==> config.mk <==
export PLATFORM = sky130hd
export DESIGN_NAME = sdr_status_regs
export DESIGN_NICKNAME = d
export VERILOG_FILES = /design/src/sdr_pkg.sv /design/src/sdr_sync.sv /design/src/sdr_debounce.sv /design/src/sdr_status_regs.sv
export VERILOG_INCLUDE_DIRS = /design/src
export SDC_FILE = /design/constraint.sdc
export NUM_CORES = 1
export LEC_CHECK = 0
export ABC_CLOCK_PERIOD_IN_PS = 2110
export BUFFER_PORTS_ARGS = -buffer_cell sky130_fd_sc_hd__buf_2
export CORE_UTILIZATION = 40
export CTS_CLUSTER_SIZE = 20
export DETAILED_ROUTE_END_ITERATION = 8
export GPL_TIMING_DRIVEN = 0
export HOLD_SLACK_MARGIN = 0.05
export PLACE_DENSITY = 0.76
export SYNTH_ARGS = -nofsm -noshare
export SYNTH_HDL_FRONTEND = slang
export SYNTH_SLANG_ARGS = --single-unit
==> constraint.sdc <==
create_clock -name clk_i -period 2.11 [get_ports clk_i]
set_clock_uncertainty 0.2 [all_clocks]
set_input_delay 0.211 -clock clk_i [delete_from_list [all_inputs] [get_ports clk_i]]
set_output_delay 0.211 -clock clk_i [all_outputs]
set_load 0.005 [all_outputs]
==> src/sdr_consts.svh <==
/*
  Constants for the servo decoder status register bank: offsets, bit
  positions, reset values and timing counts.
  Assumes inclusion by its bare name from the package and design modules.
*/
// Function
// Bit 15 shows the missing-timing-mark latch, clears on a written one and resets to zero.
// Bit 13 is high while the masked index and track compares both match, and resets to one; the code gives it no reset and it tracks the live compare.
// Bit 12 is a flag that only the burst sequencer sets and clears.
// Bit 11 sets when the timing-mark output goes active and clears only on a written one.
// Bits 9, 8 and 7 show the live index, data-sector and search-window levels.
// Bit 4 latches when the arm-electronics fault level differs from a write-mode gate.
// Bit 3 latches when the arm-electronics fault level differs from a read-mode gate.
// Both arm-electronics mismatches are sampled only after a debounce delay.
// Bit 2 latches on a shock of selectable polarity and clears on a written one.
// The three fault latches feed write-gate qualification and drive fault when enabled.
// Writing one to bit 0 drops the search window; writing zero does nothing.
// The target register holds a 16-bit track address compared for write-gate qualification.
// Software loads the target register with the destination track at each seek start.
// The search window makes the timing-mark sequencer hunt and drops when a mark is found.
// Set bits of the compare mask are don't-care in the address comparison.
// Written zeros leave sticky bits alone; reserved bits read zero and ignore writes.
`ifndef SDR_CONSTS_SVH
`define SDR_CONSTS_SVH

// Byte offsets on the bus
`define SDR_OFS_STATUS   12'h000
`define SDR_OFS_TARGET   12'h004
`define SDR_OFS_CTRL     12'h008
`define SDR_OFS_IRQ_STAT 12'h00C
`define SDR_OFS_IRQ_MASK 12'h010

// Status bit positions
`define SDR_B_MISS    15
`define SDR_B_CMP     13
`define SDR_B_FLAG    12
`define SDR_B_STM     11
`define SDR_B_INDEX   9
`define SDR_B_DATA_SECTOR_PULSE    8
`define SDR_B_SEARCH_WINDOW    7
`define SDR_B_AEW     4
`define SDR_B_AER     3
`define SDR_B_SHK     2
`define SDR_B_RSRCH   0

// Control register bit positions
`define SDR_C_AEW_EN  0
`define SDR_C_AER_EN  1
`define SDR_C_SHK_EN  2
`define SDR_C_SHK_POL 3
`define SDR_C_WIDTH   4

// Interrupt sources: missing mark, mark found, write err, read err, shock
`define SDR_IRQ_W     5
`define SDR_I_MISS    0
`define SDR_I_STM     1
`define SDR_I_AEW     2
`define SDR_I_AER     3
`define SDR_I_SHK     4

// Reset values
`define SDR_RST_16    16'h0000
`define SDR_RST_CTRL  4'h0
`define SDR_RST_IRQ   5'h00

// Debounce: time in ns, cycle count rounded up at 10 ns clock
`define SDR_DEB_NS    1000
`define SDR_CLK_NS    10
`define SDR_DEB_CYC   ((`SDR_DEB_NS + `SDR_CLK_NS - 1) / `SDR_CLK_NS)
`define SDR_DEB_W     8

`endif

==> src/sdr_pkg.sv <==
/*
  Types for the servo decoder status register bank.
  Assumes sdr_consts.svh is on the include path.
*/
package sdr_pkg;
  `include "sdr_consts.svh"

  // Live servo signals from the decoder core
  typedef struct packed {
    logic timing_mark_found;
    logic missing_mark;
    logic data_sector_pulse;
    logic index_pulse;
    logic flag_set;
    logic flag_clr;
    logic search_clr;
    logic search_set;
  } sdr_servo_t;

  // Fault outputs to write-gate and drive-fault logic
  typedef struct packed {
    logic aew;
    logic aer;
    logic shk;
  } sdr_fault_t;

  // Decoded register access
  typedef enum logic [4:0] {
    SDR_SEL_NONE = 5'b00001,
    SDR_SEL_STAT = 5'b00010,
    SDR_SEL_TGT  = 5'b00100,
    SDR_SEL_CTRL = 5'b01000,
    SDR_SEL_IRQ  = 5'b10000
  } sdr_sel_t;
endpackage : sdr_pkg

==> src/sdr_sync.sv <==
/*
  Two-flop synchroniser for pin inputs.
  Assumes asynchronous pins and one clock.
*/
`timescale 1ns/1ps
`default_nettype none
module sdr_sync (
  // Clock and reset
  input  wire logic clk_i,
  input  wire logic reset_n_i,
  // Data
  input  wire logic d_i,
  output logic      q_o
);
  logic meta_ff;

  // First stage feeds only the second
  always_ff @(posedge clk_i or negedge reset_n_i) begin
    if (!reset_n_i) begin
      meta_ff <= 1'b0;
      q_o     <= 1'b0;
    end else begin
      meta_ff <= d_i;
      q_o     <= meta_ff;
    end
  end
endmodule : sdr_sync
`default_nettype wire

==> src/sdr_debounce.sv <==
/*
  Mismatch debouncer: output rises after the input held high
  for the full debounce count, falls at once when it drops.
  Assumes a synchronised input.
*/
`timescale 1ns/1ps
`default_nettype none
`include "sdr_consts.svh"
module sdr_debounce
  import sdr_pkg::*;
(
  // Clock and reset
  input  wire logic clk_i,
  input  wire logic reset_n_i,
  // Condition
  input  wire logic cond_i,
  output logic      stable_o
);
  logic [`SDR_DEB_W-1:0] cnt_ff;

  // Count while the mismatch persists; transients reset it
  always_ff @(posedge clk_i or negedge reset_n_i) begin
    if (!reset_n_i) begin
      cnt_ff   <= '0;
      stable_o <= 1'b0;
    end else if (!cond_i) begin
      cnt_ff   <= '0;
      stable_o <= 1'b0;
    end else if (cnt_ff == `SDR_DEB_W'(`SDR_DEB_CYC - 1)) begin
      stable_o <= 1'b1;
    end else begin
      cnt_ff <= cnt_ff + `SDR_DEB_W'(1);
    end
  end
endmodule : sdr_debounce
`default_nettype wire

==> src/sdr_status_regs.sv <==
/*
  Servo decoder status and target address register bank on AHB-Lite.
  Holds the sticky event latches, the sequencer flag, the search window,
  the unreset target address and a small control and interrupt block.
  Assumes one clock; fault and shock pins are asynchronous, servo
  signals come from logic on the same clock. The target register has no
  reset, so the compare bit means little until software loads it.
*/
// Our own choices: the address map and the AHB-Lite interface to the registers.
`timescale 1ns/1ps
`default_nettype none
`include "sdr_consts.svh"
module sdr_status_regs
  import sdr_pkg::*;
(
  // Clock and reset
  input  wire logic        clk_i,
  input  wire logic        reset_n_i,
  // AHB-Lite slave
  input  wire logic        hsel_i,
  input  wire logic [11:0] haddr_i,
  input  wire logic [1:0]  htrans_i,
  input  wire logic        hwrite_i,
  input  wire logic [2:0]  hsize_i,
  input  wire logic        hready_i,
  input  wire logic [31:0] hwdata_i,
  output logic      [31:0] hrdata_o,
  output logic             hreadyout_o,
  output logic             hresp_o,
  // Servo decoder core
  input  wire sdr_servo_t  servo_i,
  input  wire logic [15:0] track_addr_i,
  input  wire logic [15:0] track_mask_i,
  input  wire logic        index_match_i,
  input  wire logic        qualified_write_gate_i,
  output logic             search_window_o,
  output logic [15:0]      target_track_address_o,
  // Pins
  input  wire logic        arm_electronics_fault_in_i,
  input  wire logic        shock_sense_in_i,
  // Faults and interrupt
  output sdr_fault_t       fault_o,
  output logic             irq_o
);
  // Bus phase registers
  logic        wr_pend_ff;
  sdr_sel_t    sel_ff;
  logic [15:0]             status_word; // Assembled status, combinational
  logic [15:0]             target_ff;
  logic [`SDR_C_WIDTH-1:0] ctrl_ff;
  logic [`SDR_IRQ_W-1:0]   irq_stat_ff;
  logic [`SDR_IRQ_W-1:0]   irq_mask_ff;
  logic [`SDR_IRQ_W-1:0]   sticky_ff;   // Latched events, interrupt bit order
  logic [`SDR_IRQ_W-1:0]   sticky_clr;  // Written-one clears, same order
  logic                    flag_ff;
  logic                    search_window_ff;
  logic                    stm_prev_ff;
  sdr_sel_t                nxt_sel;
  logic                    addr_is_mask;
  logic [15:0]             wd;
  logic                    wr_stat;
  logic                    wr_tgt;
  logic                    wr_ctrl;
  logic                    wr_irq;
  logic                    wr_mask;
  logic                    ae_s;        // Fault pin after sync
  logic                    shk_s;       // Shock pin after sync
  logic                    aew_ok;      // Write-mode mismatch, debounced
  logic                    aer_ok;      // Read-mode mismatch, debounced
  logic                    shk_act;     // Shock in its active polarity
  logic                    cmp_match;
  logic [`SDR_IRQ_W-1:0]   ev;

  // Zero-wait slave that always answers OKAY
  assign hreadyout_o = 1'b1;
  assign hresp_o     = 1'b0;
  assign wd          = hwdata_i[15:0];

  // Address decode; unmapped offsets read zero, writes dropped
  always_comb begin
    unique case (haddr_i)
      `SDR_OFS_STATUS:   nxt_sel = SDR_SEL_STAT;
      `SDR_OFS_TARGET:   nxt_sel = SDR_SEL_TGT;
      `SDR_OFS_CTRL:     nxt_sel = SDR_SEL_CTRL;
      `SDR_OFS_IRQ_STAT,
      `SDR_OFS_IRQ_MASK: nxt_sel = SDR_SEL_IRQ;
      default:           nxt_sel = SDR_SEL_NONE;
    endcase
  end

  // Capture address phase; a write lands at the edge that closes its data
  // phase, so a read issued straight behind a write to the same register
  // sees the old value unless one idle cycle separates them
  assign addr_is_mask = (haddr_i == `SDR_OFS_IRQ_MASK);
  logic addr_mask_ff;
  always_ff @(posedge clk_i or negedge reset_n_i) begin
    if (!reset_n_i) begin
      wr_pend_ff   <= 1'b0;
      sel_ff       <= SDR_SEL_NONE;
      addr_mask_ff <= 1'b0;
    end else if (hready_i) begin
      wr_pend_ff   <= hsel_i && htrans_i[1] && hwrite_i;
      sel_ff       <= (hsel_i && htrans_i[1]) ? nxt_sel : SDR_SEL_NONE;
      addr_mask_ff <= addr_is_mask;
    end
  end

  // Write strobes, valid in the data phase
  assign wr_stat = wr_pend_ff && (sel_ff == SDR_SEL_STAT);
  assign wr_tgt  = wr_pend_ff && (sel_ff == SDR_SEL_TGT);
  assign wr_ctrl = wr_pend_ff && (sel_ff == SDR_SEL_CTRL);
  assign wr_irq  = wr_pend_ff && (sel_ff == SDR_SEL_IRQ) && !addr_mask_ff;
  assign wr_mask = wr_pend_ff && (sel_ff == SDR_SEL_IRQ) && addr_mask_ff;

  // Pin synchronisers; both pins are asynchronous to the decoder clock,
  // so nothing but the second stage is ever read
  sdr_sync u_sync_ae (
    .clk_i     (clk_i),
    .reset_n_i (reset_n_i),
    .d_i       (arm_electronics_fault_in_i),
    .q_o       (ae_s)
  );
  sdr_sync u_sync_shk (
    .clk_i     (clk_i),
    .reset_n_i (reset_n_i),
    .d_i       (shock_sense_in_i),
    .q_o       (shk_s)
  );

  // Debounced mismatch in write and read modes; a gate change shows a
  // short mismatch through the pin sync delay, which the debounce hides
  sdr_debounce u_deb_w (
    .clk_i     (clk_i),
    .reset_n_i (reset_n_i),
    .cond_i    (qualified_write_gate_i && (ae_s != qualified_write_gate_i)),
    .stable_o  (aew_ok)
  );
  sdr_debounce u_deb_r (
    .clk_i     (clk_i),
    .reset_n_i (reset_n_i),
    .cond_i    (!qualified_write_gate_i && (ae_s != qualified_write_gate_i)),
    .stable_o  (aer_ok)
  );

  // Shock polarity select
  assign shk_act = shk_s ^ ctrl_ff[`SDR_C_SHK_POL];

  // Masked compare gated by index match; mask bits are don't-care, so a full
  // mask reads one whenever the index matches, even before the target has been loaded
  assign cmp_match = (((track_addr_i ^ target_ff) & ~track_mask_i) == 16'h0000)
                     && index_match_i;

  // Written-one clears, one per sticky status bit; written zeros do nothing
  assign sticky_clr[`SDR_I_MISS] = wr_stat & wd[`SDR_B_MISS];
  assign sticky_clr[`SDR_I_STM]  = wr_stat & wd[`SDR_B_STM];
  assign sticky_clr[`SDR_I_AEW]  = wr_stat & wd[`SDR_B_AEW];
  assign sticky_clr[`SDR_I_AER]  = wr_stat & wd[`SDR_B_AER];
  assign sticky_clr[`SDR_I_SHK]  = wr_stat & wd[`SDR_B_SHK];

  // Mark level one cycle back; resets low like the idle signal, so no
  // false mark follows reset
  always_ff @(posedge clk_i or negedge reset_n_i) begin
    if (!reset_n_i) begin
      stm_prev_ff <= 1'b0;
    end else begin
      stm_prev_ff <= servo_i.timing_mark_found;
    end
  end

  // Sticky latches: set beats a same-cycle clear, so an event that lands
  // on the clearing write is never lost
  for (genvar gi = 0; gi < `SDR_IRQ_W; gi++) begin : g_sticky
    always_ff @(posedge clk_i or negedge reset_n_i) begin
      if (!reset_n_i) begin
        sticky_ff[gi] <= 1'b0;
      end else begin
        sticky_ff[gi] <= ev[gi] | (sticky_ff[gi] & ~sticky_clr[gi]);
      end
    end
  end

  // Sequencer flag, owned by the burst sequencer
  always_ff @(posedge clk_i or negedge reset_n_i) begin
    if (!reset_n_i) begin
      flag_ff <= 1'b0;
    end else if (servo_i.flag_set) begin
      flag_ff <= 1'b1;
    end else if (servo_i.flag_clr) begin
      flag_ff <= 1'b0;
    end
  end

  // Search window; any reset overrides a set
  always_ff @(posedge clk_i or negedge reset_n_i) begin
    if (!reset_n_i) begin
      search_window_ff <= 1'b0;
    end else if (servo_i.search_clr || (wr_stat && wd[`SDR_B_RSRCH])) begin
      search_window_ff <= 1'b0;
    end else if (servo_i.search_set) begin
      search_window_ff <= 1'b1;
    end
  end
  assign search_window_o = search_window_ff;

  // Target address; target left unreset on purpose
  always_ff @(posedge clk_i) begin
    if (wr_tgt) begin
      target_ff <= wd;
    end
  end
  assign target_track_address_o = target_ff;

  // Control: fault enables and shock polarity
  always_ff @(posedge clk_i or negedge reset_n_i) begin
    if (!reset_n_i) begin
      ctrl_ff <= `SDR_RST_CTRL;
    end else if (wr_ctrl) begin
      ctrl_ff <= hwdata_i[`SDR_C_WIDTH-1:0];
    end
  end

  // Fault feed to qualification and drive fault; registered so the far
  // side never sees a glitch from the enable gating
  always_ff @(posedge clk_i or negedge reset_n_i) begin
    if (!reset_n_i) begin
      fault_o <= '0;
    end else begin
      fault_o.aew <= sticky_ff[`SDR_I_AEW] & ctrl_ff[`SDR_C_AEW_EN];
      fault_o.aer <= sticky_ff[`SDR_I_AER] & ctrl_ff[`SDR_C_AER_EN];
      fault_o.shk <= sticky_ff[`SDR_I_SHK] & ctrl_ff[`SDR_C_SHK_EN];
    end
  end

  // Status word; reserved and write-only bits read zero
  always_comb begin
    status_word = `SDR_RST_16;
    status_word[`SDR_B_MISS]  = sticky_ff[`SDR_I_MISS];
    status_word[`SDR_B_CMP]   = cmp_match;
    status_word[`SDR_B_FLAG]  = flag_ff;
    status_word[`SDR_B_STM]   = sticky_ff[`SDR_I_STM];
    status_word[`SDR_B_INDEX] = servo_i.index_pulse;
    status_word[`SDR_B_DATA_SECTOR_PULSE]  = servo_i.data_sector_pulse;
    status_word[`SDR_B_SEARCH_WINDOW]  = search_window_ff;
    status_word[`SDR_B_AEW]   = sticky_ff[`SDR_I_AEW];
    status_word[`SDR_B_AER]   = sticky_ff[`SDR_I_AER];
    status_word[`SDR_B_SHK]   = sticky_ff[`SDR_I_SHK];
  end

  // Interrupt events in sticky bit order; the same terms set the latches
  assign ev[`SDR_I_MISS] = servo_i.missing_mark;
  assign ev[`SDR_I_STM]  = servo_i.timing_mark_found & ~stm_prev_ff;
  assign ev[`SDR_I_AEW]  = aew_ok;
  assign ev[`SDR_I_AER]  = aer_ok;
  assign ev[`SDR_I_SHK]  = shk_act;

  // Interrupt status, write one to clear; set beats clear
  always_ff @(posedge clk_i or negedge reset_n_i) begin
    if (!reset_n_i) begin
      irq_stat_ff <= `SDR_RST_IRQ;
    end else begin
      irq_stat_ff <= ev | (irq_stat_ff & ~({`SDR_IRQ_W{wr_irq}} & hwdata_i[`SDR_IRQ_W-1:0]));
    end
  end

  // Interrupt mask, plain read-write
  always_ff @(posedge clk_i or negedge reset_n_i) begin
    if (!reset_n_i) begin
      irq_mask_ff <= `SDR_RST_IRQ;
    end else if (wr_mask) begin
      irq_mask_ff <= hwdata_i[`SDR_IRQ_W-1:0];
    end
  end
  assign irq_o = |(irq_stat_ff & irq_mask_ff);

  // Read word chosen from the live address phase; reads have no side
  // effects, so a read never disturbs a sticky bit
  logic [31:0] nxt_rdata;
  always_comb begin
    nxt_rdata = 32'h0000_0000;
    unique case (nxt_sel)
      SDR_SEL_STAT: nxt_rdata = {16'h0000, status_word};
      SDR_SEL_TGT:  nxt_rdata = {16'h0000, target_ff};
      SDR_SEL_CTRL: nxt_rdata = {28'h0000000, ctrl_ff};
      SDR_SEL_IRQ:  nxt_rdata = {27'h0, addr_is_mask ? irq_mask_ff : irq_stat_ff};
      SDR_SEL_NONE: nxt_rdata = 32'h0000_0000;
    endcase
  end

  // Read data registered at the address edge, held until the next read
  always_ff @(posedge clk_i or negedge reset_n_i) begin
    if (!reset_n_i) begin
      hrdata_o <= 32'h0000_0000;
    end else if (hready_i && hsel_i && htrans_i[1] && !hwrite_i) begin
      hrdata_o <= nxt_rdata;
    end
  end
endmodule : sdr_status_regs
`default_nettype wire

# [Word-level counts from Yosys, hierarchy flattened]
# Cells that the tools add are included.
[word_totals] register_bits=102 inputBits=98 out_inout_bits=55 wordCells=124
[classes] n_addsub=2 eq_ne=20 n_mux=16 n_bitwise=34 reduce_logical=25
[op_table] cell="one-hot mux 32 bit (5 select lines)" n=1
[op_table] cell="2-to-1 mux 8 bit" n=4
[op_table] cell="equality test 12 x 4 -> 1 bit, second input constant" n=2
[op_table] cell="one-hot mux 5 bit (4 select lines)" n=1
[op_table] cell="adder 8 x 1 -> 8 bit, second input constant" n=2
[op_table] cell="AND 16 bit" n=1
[op_table] cell="equality test 8 x 7 -> 1 bit, second input constant" n=2
[op_table] cell="logical NOT 16 bit" n=1
[op_table] cell="NOT 16 bit" n=1
[op_table] cell="bitwise XOR 16 bit" n=1
[op_table] cell="AND 5 bit" n=3
[op_table] cell="logical AND 1 bit" n=15
[op_table] cell="AND 1 bit" n=14
[op_table] cell="equality test 12 x 3 -> 1 bit, second input constant" n=1
[op_table] cell="equality test 12 x 5 -> 1 bit, second input constant" n=1
[op_table] cell="logical NOT 12 bit" n=1
[op_table] cell="equality test 5 x 2 -> 1 bit, second input constant" n=2
[op_table] cell="equality test 5 x 3 -> 1 bit, second input constant" n=2
[op_table] cell="equality test 5 x 4 -> 1 bit, second input constant" n=2
[op_table] cell="equality test 5 bit, second input constant" n=2
[op_table] cell="2-to-1 mux 5 bit" n=2
[op_table] cell="2-to-1 mux 1 bit" n=8
[op_table] cell="inequality test 2 bit, second input constant" n=4
[op_table] cell="NOT 1 bit" n=6
[op_table] cell="11 further kinds" n=18

# [Depth between registers and ports, before layout]
[logic_depth] word_depth=7 ltp_mapped=7 depth_no_buf=6

# [Modules after synthesis]
# From an unflattened synthesis, not the netlist that was laid out.
[hier_totals] hier_cells=355 area_unflattened_um2=4066.4
[modules_own_cells] module="sdr_status_regs" n_inst=1 cells_per_inst=263 area_per_inst_um2=3031.7 seq_area_each_um2=1682.9
[modules_own_cells] module="sdr_debounce at u_deb_r" n_inst=1 cells_per_inst=45 area_per_inst_um2=470.5 seq_area_each_um2=225.2
[modules_own_cells] module="sdr_debounce at u_deb_w" n_inst=1 cells_per_inst=43 area_per_inst_um2=464.2 seq_area_each_um2=225.2
[modules_own_cells] module="sdr_sync" n_inst=2 cells_per_inst=2 area_per_inst_um2=50.0 seq_area_each_um2=50.0

# [Least setup slack after synthesis]
# OpenSTA, ideal clock, no wires.
[synth_timing] kind="reg-to-reg" from="register u_deb_w.cnt_ff[2]" to="register u_deb_w.cnt_ff[1]" setup_ps=130 arrival_time_ps=1380 t_required_ps=1780 path_slack_ps=399 path_stages_with_launch=5 n_path_buf=0 synth_period_minus_slack_ps=1711 path_cell_list="dfrtp_1 > or4b_4 > nor3_4 > mux2i_1 > nor2_1"
[synth_between] elab_chain_cells=2
[synth_lines] element="start, declared" line="sdr_debounce.sv:19" rtl="logic [`SDR_DEB_W-1:0] cnt_ff;"
[synth_lines] element="start signal, assigned" line="sdr_debounce.sv:32" rtl="cnt_ff <= cnt_ff + `SDR_DEB_W'(1);"
[synth_lines] element="equality test 8 x 7 -> 1 bit" line="sdr_debounce.sv:29" rtl="end else if (cnt_ff == `SDR_DEB_W'(`SDR_DEB_CYC - 1)) begin"
[synth_lines] element="inequality test 2 bit (no source line)"
# No other way between the ends.
# A chain may end at the register's enable or synchronous reset.

# [Worst setup path after layout]
[layout_timing] from="input haddr_i[6]" to="register sel_ff[0]"
[layout_between] elab_chain_cells=4 elab_cells_between_ends=8 classes_between="4 x eq/ne; 2 x mux; 2 x reduce/logical"
[layout_lines] element="start, declared" line="sdr_status_regs.sv:21" rtl="input wire logic [11:0] haddr_i,"
[layout_lines] element="equality test 12 x 5 -> 1 bit / equality test 12 x 4 -> 1 bit (equally long branches)" line="sdr_status_regs.sv:81" rtl="unique case (haddr_i)"
[layout_lines] element="OR reduction 2 bit" line="sdr_status_regs.sv:81"
[layout_lines] element="one-hot mux 5 bit (4 select lines) *" line="sdr_status_regs.sv:81"
[layout_lines] element="2-to-1 mux 5 bit *" line="sdr_status_regs.sv:103" rtl="sel_ff <= (hsel_i && htrans_i[1]) ? nxt_sel : SDR_SEL_NONE;"
[layout_lines] element="end signal, assigned" line="sdr_status_regs.sv:103"
[layout_lines] element="end, declared" line="sdr_status_regs.sv:47" rtl="sdr_sel_t sel_ff;"
# Every way passes the cells marked *; elsewhere a longest branch is shown, timed or not.

==> metrics.csv <==
stage,metric,value,unit
run_status,status,"finished, final reports clean",
timing,rsz0062_at_grt,true,
grt,track_usage,20.7,%
worst_setup_path,rr_startpoint,sel_ff[3]$_DFFE_PN0P_,
cts,cts-htree-levels,3,
floorplanning,initial_core_util,41.4,%
worst_setup_path,crit_start,haddr_i[6],
synthesis,synth-edff-count,16,
worst_setup_path,cp-start-kind,input pin,
power,internal-power,2.32,mW
synthesis,netlist_instances,363,
cts,cts_made_buffers,9,
cts,clockBufferDepth,2,
worst_setup_path,critPathCaptureType,flop,
cts,cts_sinks,86,
timing,clock.fmax,483,MHz
grt,grt_pass1_vias,3375,
timing,final.setup.tns,0,ns
synthesis,netlist_area,4050,µm²
placed_design,dp_hpwl,7550,µm
synthesis,synth_adder_area_share,0.619,%
final_layout,diodes,0,
drt,drt_first_iter_violations,163,
floorplanning,core_area,9770,µm²
final_layout,synthToLayoutAreaGrowth,35.4,%
worst_setup_path,arrival,2.15,ns
worst_setup_path,crit_required,2.19,ns
power,switching_power,739,µW
timing,slew_violations,0,
placed_design,numPortBuffers,113,
floorplanning,fp.dieW,103,µm
timing,setup_slack,0.0385,ns
final_layout,drive_gt1_share,34.0,%
timing,post-route-period-util,98.2,%
drt,wl_per_cell,15.3,µm
timing,setup_violations,0,
cts,cts_tree,built,
worst_setup_path,r2r_cells,5,
drt,ant_nets,0,
job,cap_violations,0,
worst_setup_path,path_class,in2reg,
power,p_leak,2.46,nW
power,combPwrFrac,11.1,%
grt,grt_max_degree,71,
synthesis,seq_area_frac_synth,55.2,%
power,vdd_drop_max,302,µV
cts,path_clk_slew,0.08,ns
power,pwr_density_cell,559,nW/µm²
synthesis,synth_cell_types,52,
grt,antenna_found_initial,0,
drt,via_per_inst,4.99,
synthesis,avgSynthCellArea,11.1,µm²
placed_design,placed_area,4840,µm²
drt,wirelength,10600,µm
power,finalPower,3.06,mW
synthesis,synth_ff_type,dfrtp_1,
min_path,holdPathStages,3,
power,switching_share,24.1,%
grt,overflow,0,
final_layout,finish.instance_area,5480,µm²
timing,hold_violations,0,
placed_design,place.gp.congestion,0.843,
cts,clockRootBuffer,clkbuf_8,
placed_design,numPlacedInstances,625,
drt,drtPass1Iterations,5,
cts,clock_latency,0.35,ns
synthesis,synthSimpleGateAreaFrac,16.5,%
synthesis,yosysWarnings,0,
drt,via_count,3437,
synthesis,synth-compound-area-share,11.2,%
power,power.share.clock,32.2,%
final_layout,final_common_cell,buf_2,
synthesis,synth-xor-area-share,6.06,%
synthesis,synthArstFlopShare,81.4,%
worst_setup_path,critPathMaxFanout,4,
floorplanning,fp.dieH,103,µm
final_layout,layout.cells.non_filler,689,
power,p_seq_share,56.7,%
final_layout,final_cell_mix,"113 x buf_2, 69 x dfrtp_1, 42 x nand2_1",
synthesis,muxShareOfSynthArea,4.58,%
drt,drc,0,
min_path,worstHoldPathType,in2reg,
synthesis,synth.ff_latch_count,86,
floorplanning,dieArea,10500,µm²
placed_design,dp_slack,0.111,ns
timing,fin_crit,2.07,ns
floorplanning,row_count,36,
min_path,worstHoldStart,track_mask_i[1],
synthesis,synth_top_family_by_area,simple AND/OR/NAND/NOR gates,
timing,tightestPinTransition,0.888,ns
final_layout,nets,651,
grt,grt_pass1_wl,16200,µm
timing,slew_headroom,40.8,%
floorplanning,ios,153,
-- area by class of cell --
class / count / area, µm²
fill: 831 / 4300
buffer: 29 / 210
tap: 133 / 166
clock buffer: 12 / 135
multi-input combinational: 259 / 1660
timing repair buffer: 161 / 1030
sequential: 86 / 2230
clock inverter: 4 / 25.0
inverter: 5 / 18.8
-- stage by stage --
step / hold slack (ns) / utilization (%)
2_1_floorplan: -0.285 / -
3_3_place_gp: 0.122 / 49.5
3_5_place_dp: 0.124 / 49.5
4_1_cts: 0.0524 / 55.4
5_1_grt: 0.0624 / 56.0
6_report: 0.0604 / 56.0
-- synthesized netlist by cell type (5+ instances only) --
library cell / instances / area (µm²)
xor2_1: 8 / 70.1
mux2_2: 12 / 135
dfrtp_1: 69 / 1730
a21o_1: 7 / 52.6
nand2_1: 42 / 158
nor2_1: 37 / 139
edfxtp_1: 16 / 480
mux2i_1: 5 / 50.1
o21ai_0: 12 / 60.1
a22oi_1: 7 / 52.6
o22ai_1: 6 / 37.5
nand3_1: 13 / 65.1
o21ai_1: 7 / 35.0
xnor2_1: 20 / 175
buf_4: 21 / 158
a21oi_1: 8 / 40.0
nor3_1: 6 / 30.0
-- repair_timing --
| action | CTS | global route |
|---|---|---|
| gates resized for setup | 0 | 4 |
| setup endpoints to repair | 0 | 12 |
| hold buffers | 41 | 0 |
| hold endpoints to repair | 119 | 0 |
| buffers inserted | 0 | 7 |
-- registers in the layout, summed over array words and instances, names as in the netlist --
| register | count |
|---|---|
| u_sync_ae.meta_ff | 1 |
| u_sync_ae.q_o | 1 |
| u_sync_shk.q_o | 1 |
| irq_stat_ff | 5 |
| u_deb_r.stable_o | 1 |
| addr_mask_ff | 1 |
| search_window_o | 1 |
| u_deb_w.cnt_ff | 8 |
| u_deb_w.stable_o | 1 |
| target_track_address_o | 16 |
| u_deb_r.cnt_ff | 8 |
| u_sync_shk.meta_ff | 1 |
| hrdata_o | 16 |
| sel_ff | 5 |
| wr_pend_ff | 1 |
| stm_prev_ff | 1 |
| irq_mask_ff | 5 |
| fault_o | 3 |
| ctrl_ff | 4 |
| flag_ff | 1 |
| status_word | 5 |
-- final timing paths --
check / slack (ns) / end
max in group asynchronous: 0.81 / hrdata_o[7]$_DFFE_PN0P_
min in group asynchronous: 0.31 / u_deb_r.cnt_ff[7]$_DFFE_PN0P_
worst max-delay path: 0.04 / sel_ff[0]$_DFFE_PN1P_
worst min-delay path: 0.06 / hrdata_o[13]$_DFFE_PN0P_
worst min register to register: 0.16 / u_sync_shk.q_o$_DFF_PN0_
worst max register to register: 0.24 / status_word[15]$_DFF_PN0_
-- cell families after synthesis --
logic type,after synthesis
mux,17
flops,86
fa+ha+maj,2
other cells,2
compound gates,67
simple gates,127
xor+xnor,28
buf+inv,34
-- layer usage --
metal	up-vias	wire length [µm]	track usage [%]
met2	134	5470	35.5
met5	-	0	0
li1	1620	-	-
met3	22	675	4.95
met4	0	181	8.90
met1	1661	4240	24.8
-- worst max-delay path, stage by stage --
cell	delay [ns]
dlygate4sd3_1	0.53
buf_2	0.13
nor4_4	0.31
nand3_2	0.17
nor2_2	0.14
a31oi_1	0.09
dlygate4sd3_1	0.56
-- power by group through the flow --
stage | combinational, mW | sequential (mW) | clock, mW
floorplan | 0.129 | 1.76 | 0
global placement | 0.266 | 1.77 | 0
detailed placement | 0.273 | 1.77 | 0
CTS | 0.331 | 1.74 | 1.01
global route | 0.376 | 1.74 | 1.09
finish | 0.339 | 1.74 | 0.987
No activity file was read; power rests on OpenSTA's default activity.
